### config.mk
export PLATFORM = sky130hd
export DESIGN_NAME = mpt_pin_two
export DESIGN_NICKNAME = d
export VERILOG_FILES = /design/src/hdl/mpt_pkg.sv /design/src/hdl/mpt_pin_two.sv
export SDC_FILE = /design/constraint.sdc
export NUM_CORES = 1
export LEC_CHECK = 0
export BUFFER_PORTS_ARGS = -buffer_cell sky130_fd_sc_hd__buf_4
export CORE_MARGIN = 2
export CORE_UTILIZATION = 55
export CTS_BUF_LIST = sky130_fd_sc_hd__clkbuf_16
export CTS_CLUSTER_DIAMETER = 150
export DETAILED_ROUTE_END_ITERATION = 8
export GPL_ROUTABILITY_DRIVEN = 1
export GPL_TIMING_DRIVEN = 0
export MAX_ROUTING_LAYER = met4
export PLACE_DENSITY_LB_ADDON = 0.1
export SLEW_MARGIN = 15
export SYNTH_ARGS = -nofsm -noshare
export SYNTH_HDL_FRONTEND = slang
export SYNTH_SLANG_ARGS = --single-unit
export TNS_END_PERCENT = 1
### constraint.sdc
create_clock -name sys_clk -period 4.79 [get_ports sys_clk]
set_input_delay 1.437 -clock sys_clk [delete_from_list [all_inputs] [get_ports sys_clk]]
set_output_delay 1.437 -clock sys_clk [all_outputs]
set_load 0.02 [all_outputs]
### src/hdl/mpt_pkg.sv
package mpt_pkg;

  // ****************************************************
  // Register map (register indices, and the byte addresses of the slave port made from them)
  // ****************************************************
  localparam logic [7:0] PIN_CTRL_INDEX  = 8'h63;
  localparam logic [7:0] IRQ_FLAGS_INDEX = 8'h60;
  localparam logic [7:0] IRQ_STATUS_ADDR = 8'h70;
  localparam logic [7:0] IRQ_MASK_ADDR   = 8'h71;
  localparam logic [9:0] PIN_CTRL_ADDR   = {PIN_CTRL_INDEX, 2'b00};
  localparam logic [9:0] IRQ_FLAGS_ADDR  = {IRQ_FLAGS_INDEX, 2'b00};
  localparam logic [9:0] STATUS_ADDR     = {IRQ_STATUS_ADDR, 2'b00};
  localparam logic [9:0] MASK_ADDR       = {IRQ_MASK_ADDR, 2'b00};

  // ****************************************************
  // Field positions and reset values
  // ****************************************************
  localparam int          FUNC_MSB        = 7;
  localparam int          FUNC_LSB        = 4;
  localparam int          OUT_VAL_BIT     = 3;
  localparam int          IN_VAL_BIT      = 2;
  localparam int          DUR_BIT         = 1;
  localparam logic [3:0]  FUNC_RESET      = 4'h0;
  localparam logic [7:0]  CTRL_RESET      = 8'h00;
  localparam logic [7:0]  CTRL_WR_MASK    = 8'hfa;
  localparam logic [31:0] UNMAPPED_DATA   = 32'h0000_0000;

  // Sticky event bits
  localparam int          EV_HEADSET      = 0;
  localparam int          EV_BUTTON       = 1;
  localparam int          EV_SHORT        = 2;
  localparam int          EV_NOISE        = 3;
  localparam int          EV_PIN_IN       = 4;
  localparam int          EV_W            = 5;

  // ****************************************************
  // Function codes
  // ****************************************************
  localparam logic [3:0] FN_OFF        = 4'h0;
  localparam logic [3:0] FN_RSVD       = 4'h1;
  localparam logic [3:0] FN_HEADSET    = 4'h2;
  localparam logic [3:0] FN_GP_IN      = 4'h3;
  localparam logic [3:0] FN_GP_OUT     = 4'h4;
  localparam logic [3:0] FN_MIC_LO     = 4'h5;
  localparam logic [3:0] FN_MIC_HI     = 4'h7;
  localparam logic [3:0] FN_BIT_CLK    = 4'h8;
  localparam logic [3:0] FN_HS_BTN     = 4'h9;
  localparam logic [3:0] FN_ALL4       = 4'ha;
  localparam logic [3:0] FN_SC_NG      = 4'hb;
  localparam logic [3:0] FN_HS_BTN_SC  = 4'hc;
  localparam logic [3:0] FN_SHORT      = 4'hd;
  localparam logic [3:0] FN_NOISE      = 4'he;
  localparam logic [3:0] FN_BUTTON     = 4'hf;

  // ****************************************************
  // Timing
  // ****************************************************
  localparam int CLK_MHZ        = 200;
  localparam int HEADSET_US     = 1750;
  localparam int PULSE_US       = 2000;
  localparam int GAP_US         = 2000;
  localparam int HEADSET_CYCLES = HEADSET_US * CLK_MHZ;
  localparam int PULSE_CYCLES   = PULSE_US * CLK_MHZ;
  localparam int GAP_CYCLES     = GAP_US * CLK_MHZ;
  localparam int CNT_W          = 20;

  typedef enum logic [1:0] {
    PS_IDLE,
    PS_HIGH,
    PS_GAP
  } mpt_pulse_state_t;

endpackage : mpt_pkg

### src/hdl/mpt_pin_two.sv
// The Avalon-MM slave port is this design's own decision.
`timescale 1ns/100ps
// Function
// Function field resets to zero, pin idle
// Host never writes reserved code 0001
// Code 0010: headset interrupt, 1.75 ms high
// Code 0011: pin undriven, sampled as input
// Input value bit shows pin level
// Code 0100: pin driven as output
// Output level follows bit 3
// Codes 0101-0111: microphone data input
// Code 1000: bit clock, direction per bus
// Code 1001: headset OR button
// Code 1010: OR of all four
// Code 1011: short OR noise gate
// Code 1100: headset, button, short ORed
// Code 1101: short circuit alone
// Code 1111: button alone
// Code 1110: noise gate alone
// Duration bit clear: one 2 ms pulse
// Duration bit set: pulse until flags read
// Host writes zero to bit 0
module mpt_pin_two
  import mpt_pkg::*;
#(
  parameter int HEADSET_CNT = HEADSET_CYCLES,
  parameter int PULSE_CNT   = PULSE_CYCLES,
  parameter int GAP_CNT     = GAP_CYCLES
) (
  // Clock and reset
  input  wire logic        sys_clk,
  input  wire logic        nrst,
  // Avalon-MM slave
  input  wire logic [9:0]  avs_address,
  input  wire logic        avs_read,
  input  wire logic        avs_write,
  input  wire logic [31:0] avs_writedata,
  input  wire logic [3:0]  avs_byteenable,
  output logic      [31:0] avs_readdata,
  output logic             avs_waitrequest,
  // Detection events, one-cycle pulses
  input  wire logic        headset_event,
  input  wire logic        button_event,
  input  wire logic        short_event,
  input  wire logic        noise_event,
  // Audio bus bit clock
  input  wire logic        bit_clk_master,
  input  wire logic        bit_clk_out,
  output logic             bit_clk_in,
  // Microphone data and clock
  input  wire logic        mic_clk,
  output logic             mic_data_rise,
  output logic             mic_data_fall,
  // Pin
  input  wire logic        pin_i,
  output logic             pin_o,
  output logic             pin_oe,
  // Interrupt
  output logic             irq
);

  // ****************************************************
  // Registers and bus
  // ****************************************************
  logic [3:0]       func;
  logic             out_val;
  logic             in_val;
  logic             dur_cont;
  logic [EV_W-1:0]  status;
  logic [EV_W-1:0]  mask;
  logic             ack;
  logic             in_prev;
  logic             mic_prev;
  logic             flags_read;
  logic             sel_event;
  logic             sel_level;
  logic [EV_W-1:0]  ev_set;
  mpt_pulse_state_t state;
  logic [CNT_W-1:0] cnt;
  logic             pulse_hold;
  logic             is_input;

  function automatic logic hit(input logic [9:0] a, input logic [9:0] r);
    hit = (a == r);
  endfunction : hit

  // One wait state: every access answers on the second edge
  assign avs_waitrequest = (avs_read | avs_write) & ~ack;
  assign flags_read = avs_read & ack & hit(avs_address, IRQ_FLAGS_ADDR);

  always_ff @(posedge sys_clk) begin
    if (!nrst) begin
      ack <= 1'b0;
    end else begin
      ack <= (avs_read | avs_write) & ~ack;
    end
  end

  always_ff @(posedge sys_clk) begin
    if (!nrst) begin
      func     <= FUNC_RESET;
      out_val  <= 1'b0;
      dur_cont <= 1'b0;
      mask     <= '0;
    end else if (avs_write && ack && avs_byteenable[0]) begin
      if (hit(avs_address, PIN_CTRL_ADDR)) begin
        // Bit 0 is not stored, so a stray one does no harm
        func     <= avs_writedata[FUNC_MSB:FUNC_LSB];
        out_val  <= avs_writedata[OUT_VAL_BIT];
        dur_cont <= avs_writedata[DUR_BIT];
      end
      if (hit(avs_address, MASK_ADDR)) begin
        mask <= avs_writedata[EV_W-1:0];
      end
    end
  end

  always_ff @(posedge sys_clk) begin
    if (!nrst) begin
      avs_readdata <= UNMAPPED_DATA;
    end else if (avs_read && !ack) begin
      if (hit(avs_address, PIN_CTRL_ADDR)) begin
        avs_readdata <= {24'h000000,
                         {func, out_val, in_val, dur_cont, 1'b0}
                         & 8'hfe};
      end else if (hit(avs_address, IRQ_FLAGS_ADDR)) begin
        avs_readdata <= {28'h0000000, status[EV_NOISE:EV_HEADSET]};
      end else if (hit(avs_address, STATUS_ADDR)) begin
        avs_readdata <= {27'h0000000, status};
      end else if (hit(avs_address, MASK_ADDR)) begin
        avs_readdata <= {27'h0000000, mask};
      end else begin
        avs_readdata <= UNMAPPED_DATA;
      end
    end
  end

  // ****************************************************
  // Input sampling
  // ****************************************************
  // Sample only while the pin is an input, so a driven level never loops
  assign is_input = (func == FN_GP_IN) ||
                    (func >= FN_MIC_LO && func <= FN_MIC_HI) ||
                    (func == FN_BIT_CLK && !bit_clk_master);

  always_ff @(posedge sys_clk) begin
    if (!nrst) begin
      in_val  <= 1'b0;
      in_prev <= 1'b0;
    end else begin
      if (func == FN_GP_IN) begin
        in_val <= pin_i;
      end
      in_prev <= in_val;
    end
  end

  // Data taken on both clock edges, held in the system domain
  always_ff @(posedge sys_clk) begin
    if (!nrst) begin
      mic_prev      <= 1'b0;
      mic_data_rise <= 1'b0;
      mic_data_fall <= 1'b0;
    end else begin
      mic_prev <= mic_clk;
      if (func >= FN_MIC_LO && func <= FN_MIC_HI) begin
        if (mic_clk && !mic_prev) begin
          mic_data_rise <= pin_i;
        end
        if (!mic_clk && mic_prev) begin
          mic_data_fall <= pin_i;
        end
      end
    end
  end

  assign bit_clk_in = (func == FN_BIT_CLK && !bit_clk_master) ? pin_i
                                                                : 1'b0;

  // ****************************************************
  // Interrupt event selection
  // ****************************************************
  always_comb begin
    case (func)
      FN_HEADSET:   sel_event = headset_event;
      FN_HS_BTN:    sel_event = headset_event | button_event;
      FN_ALL4:      sel_event = headset_event | button_event |
                                short_event | noise_event;
      FN_SC_NG:     sel_event = short_event | noise_event;
      FN_HS_BTN_SC: sel_event = headset_event | button_event |
                                short_event;
      FN_SHORT:     sel_event = short_event;
      FN_NOISE:     sel_event = noise_event;
      FN_BUTTON:    sel_event = button_event;
      default:      sel_event = 1'b0;
    endcase
  end

  // ****************************************************
  // Pulse generator
  // ****************************************************
  // Events arriving during a pulse merge into it rather than queue
  always_ff @(posedge sys_clk) begin
    if (!nrst) begin
      state <= PS_IDLE;
      cnt   <= '0;
    end else begin
      case (state)
        PS_IDLE: begin
          if (sel_event) begin
            state <= PS_HIGH;
            cnt   <= (func == FN_HEADSET) ? CNT_W'(HEADSET_CNT - 1)
                                          : CNT_W'(PULSE_CNT - 1);
          end
        end
        PS_HIGH: begin
          if (cnt != '0) begin
            cnt <= cnt - 1'b1;
          end else if (dur_cont && !pulse_hold) begin
            state <= PS_IDLE;
          end else if (dur_cont) begin
            state <= PS_GAP;
            cnt   <= CNT_W'(GAP_CNT - 1);
          end else begin
            state <= PS_IDLE;
          end
        end
        PS_GAP: begin
          if (!pulse_hold) begin
            state <= PS_IDLE;
          end else if (cnt != '0) begin
            cnt <= cnt - 1'b1;
          end else begin
            state <= PS_HIGH;
            cnt   <= CNT_W'(PULSE_CNT - 1);
          end
        end
        default: state <= PS_IDLE;
      endcase
    end
  end

  // Repeat request stands until the host reads the flags; a new event wins
  always_ff @(posedge sys_clk) begin
    if (!nrst) begin
      pulse_hold <= 1'b0;
    end else if (sel_event) begin
      pulse_hold <= 1'b1;
    end else if (flags_read || !dur_cont) begin
      pulse_hold <= 1'b0;
    end
  end

  assign sel_level = (state == PS_HIGH);

  // ****************************************************
  // Pin drive
  // ****************************************************
  always_comb begin
    pin_o  = 1'b0;
    pin_oe = 1'b0;
    case (func)
      FN_GP_OUT: begin
        pin_o  = out_val;
        pin_oe = 1'b1;
      end
      FN_BIT_CLK: begin
        pin_o  = bit_clk_master & bit_clk_out;
        pin_oe = bit_clk_master;
      end
      FN_HEADSET, FN_HS_BTN, FN_ALL4, FN_SC_NG, FN_HS_BTN_SC, FN_SHORT,
      FN_NOISE, FN_BUTTON: begin
        pin_o  = sel_level;
        pin_oe = 1'b1;
      end
      default: begin
        pin_o  = 1'b0;
        pin_oe = 1'b0;
      end
    endcase
  end

  // ****************************************************
  // Sticky status and interrupt
  // ****************************************************
  assign ev_set = {is_input && func == FN_GP_IN && (in_val != in_prev),
                   noise_event, short_event, button_event, headset_event};

  // Set wins over a write-one clear in the same cycle
  always_ff @(posedge sys_clk) begin
    if (!nrst) begin
      status <= '0;
    end else if (avs_write && ack && avs_byteenable[0] &&
                 hit(avs_address, STATUS_ADDR)) begin
      status <= (status & ~avs_writedata[EV_W-1:0]) | ev_set;
    end else begin
      status <= status | ev_set;
    end
  end

  assign irq = |(status & mask);

endmodule : mpt_pin_two

==> impl_results.md <==
- Status: finished, final reports clean
- Fin crit period: 3.52 ns
- Synth-to-Final Area Change: 20.4%
- Final max-slew violation count: 0
- Share of cells above drive strength 1: 26.0%
- Crit end category: output port
- Synth Register Bits: 53
- Crit Path Max Fanout: 3
- Die height: 80.5 µm
- Power, Total: 0.000915 W
- Antenna Violating Nets Remaining: 0
- Arr. time, crit path: 2.08 ns
- Layout net count: 501
- Final HPWL DP: 6.43 mm
- Setup Buffers After CTS: 0
- YS warnings: 0
- CTS Root Cell: clkbuf_16
- Ys flop type: dfxtp_1
- # hold bufs at CTS: 0
- Mapped Area: 3220 µm²
- Initial core utilization: 57.8%
- Startpoint types: input port
- P_leak: 1.63 nW
- Async SR Flop Fraction: 0%
- First-pass GRT wire length: 14.1 mm
- CTS H-tree depth: 2
- CTS Sinks: 53
- RSZ-0062 raised after global routing: no
- Initial antenna violation count: 0
- Via Count: 3105
- Grt ovf: 0
- Commonest non-fill, non-tap cell in the layout: buf_4
- Post-synth EDFFs: 0
- Pin count of the biggest net entering global routing: 17
- Inserted Clock Buffers: 5
- Die area: 6480 µm²
- Reg2reg end: cnt[16]
- DR iter-0 viols: 255
- R2R cell count: 7
- Worst Tran Pin Value: 0.940 ns
- RePlAce Congestion: 0.909
- Part of the Yosys area used for sequential elements: 33.0%
- Required @ worst endpoint: 3.35 ns
- Critical hold path startpoint: avs_readdata[5]
- TritonCTS clock tree: done
- Clock Latency Late Sink: 0.29 ns
- Slew margin rel.: 36.8%
- Hold Vio Cnt, Final: 0
- Max IR drop VDD: 194 µV
- Max-cap violations: 0
- Vias in the first global route: 2923
- First-pass DRT Iterations: 5
- DP Worst Slack: 1.16 ns
- RR Startpoint: cnt[0]
- CTS Buffer Depth: 2
- Mapped Cells: 362
- Ports: 97
- Detailed-route DRC error count: 0
- Critical path class: in -> out
- I/O Buffers: 45
- Library cells used by synthesis: 72
- Post-CTS resize count: 0
- Hold slack: 0.450 ns
- Routed vias/inst: 6.09
- Final period util: 73.5%
- PD cells: 236 nW/µm²
- Antenna Cells: 0
- Die Wd: 80.5 µm
- Core area: 5570 µm²
- Final setup viols: 0
- Fmax: 0.284 GHz
- Reg clk slew, reported paths: 0.07 ns
- Hold Path End: avs_readdata[5]
- Syn avg cell area: 8.89 µm²
- WL/cell: 17.1 µm
- Row count: 27
- Setup ws final: 1.27 ns
- Final Skew: 0.00438 ns
- Most frequent cells in the layout: buf_4, dfxtp_1, nor2_1, conb_1
- FF-to-FF setup slack: 2.28 ns
- Final wirelength: 8.72 mm
- Min-Delay Path Depth: 2
- Hold Path Class: reg -> reg
- Tot GR Track Use: 28.9%
- Setup TNS: 0 ns
[per-layer routing]
layer  vias to the layer above  part of all wire (%)  track usage [%]
li1                       1475                     -                -
met1                      1469                    40             33.4
met2                       137                    51             50.3
met3                        24                   6.6             5.17
met4                         0                   2.4             9.66
met5                         -                     0                -
[cell type report]
cell class	count	area [µm²]
clock inverter	3	17.5
multi-input combinational	277	1920
inverter	11	41.3
timing repair buffer	45	338
fill	471	1700
buffer	44	285
tap	72	90.1
clock buffer	5	125
sequential	53	1060
[sequential cells by signal (all words and copies together) (netlist names)]
| name | flops |
|---|---|
| ack | 1 |
| avs_readdata | 8 |
| cnt | 20 |
| dur_cont | 1 |
| func | 4 |
| in_prev | 1 |
| in_val | 1 |
| mask | 5 |
| mic_data_fall | 1 |
| mic_data_rise | 1 |
| mic_prev | 1 |
| out_val | 1 |
| pulse_hold | 1 |
| state | 2 |
| status | 5 |
[cell usage after synthesis, types with 2 or more instances]
master / number / area share (%)
ha_1: 6 / 2.3
nand4_1: 2 / 0.39
nor4bb_1: 2 / 0.62
o32ai_1: 2 / 0.54
o221a_2: 7 / 2.4
nor2b_1: 3 / 0.58
buf_6: 2 / 0.70
nor2_1: 36 / 4.2
a21oi_1: 18 / 2.8
dfxtp_1: 53 / 33
or3b_2: 2 / 0.54
o21ai_0: 10 / 1.6
buf_2: 6 / 0.93
a222oi_1: 4 / 1.2
nor4_4: 3 / 2.0
nand2b_1: 4 / 0.78
nor4_1: 6 / 1.2
o21a_1: 7 / 1.6
a2111o_1: 2 / 0.70
nor3b_1: 7 / 1.6
a221oi_1: 2 / 0.54
o31ai_1: 3 / 0.70
o311a_1: 3 / 0.93
a211oi_1: 14 / 3.3
nand2_1: 18 / 2.1
inv_1: 10 / 1.2
buf_4: 26 / 6.1
a21bo_2: 2 / 0.62
nand4_2: 2 / 0.78
nor3_1: 10 / 1.6
nand3b_1: 3 / 0.70
mux2i_1: 15 / 4.7
or4_1: 2 / 0.47
or3_1: 2 / 0.39
a21boi_0: 4 / 0.93
a32o_1: 2 / 0.62
a211o_1: 3 / 0.82
clkbuf_1: 9 / 1.0
nand3_1: 10 / 1.6
o21ba_2: 2 / 0.62
a41oi_1: 2 / 0.54
and2_1: 4 / 0.78
a31oi_1: 3 / 0.58
[cell families (layout without fill, tap and decap cells)]
group,count (synthesis),in the layout,share of synthesized area (%)
AOI/OAI and AO/OA,104,104,25.9
xor gates and xnor gates,1,1,0.272
adders and majority gates,6,6,2.33
buffers and inverters,55,108,10.1
DFF,53,53,33.0
muxes,15,15,4.66
other,1,24,0.116
and+or+nand+nor,127,127,23.6
[how the worst max path moves through the flow]
stage	startpoint	end	slack, ns	cells past startpoint
after floorplan	bit_clk_master	pin_o	1.28	2
after CTS	bit_clk_master	pin_o	1.29	4
after global placement	avs_address[5]	status[0]	1.27	6
after global routing	bit_clk_master	bit_clk_in	1.19	4
after detailed placement	avs_address[5]	status[1]	1.16	6
final	bit_clk_master	bit_clk_in	1.27	4
[critical path, stage by stage]
cell	delay [ns]
buf_4	0.12
nand3b_1	0.15
nor3_1	0.19
buf_4	0.19
[report_power, final]
part / total [W] / switching, W / internal (W)
registers: 0.000452 / 0.00000540 / 0.000447
clock network: 0.000360 / 0.000168 / 0.000192
logic: 0.000103 / 0.0000572 / 0.0000454
[through the flow]
step | cells | utilization, % | area (µm²)
2_1_floorplan | 385 | - | 3310
3_3_place_gp | 502 | 67.0 | 3730
3_5_place_dp | 502 | 67.0 | 3730
4_1_cts | 510 | 69.5 | 3880
5_1_grt | 510 | 69.5 | 3880
6_report | 510 | 69.5 | 3880
Power figures use the tool's default switching activity.
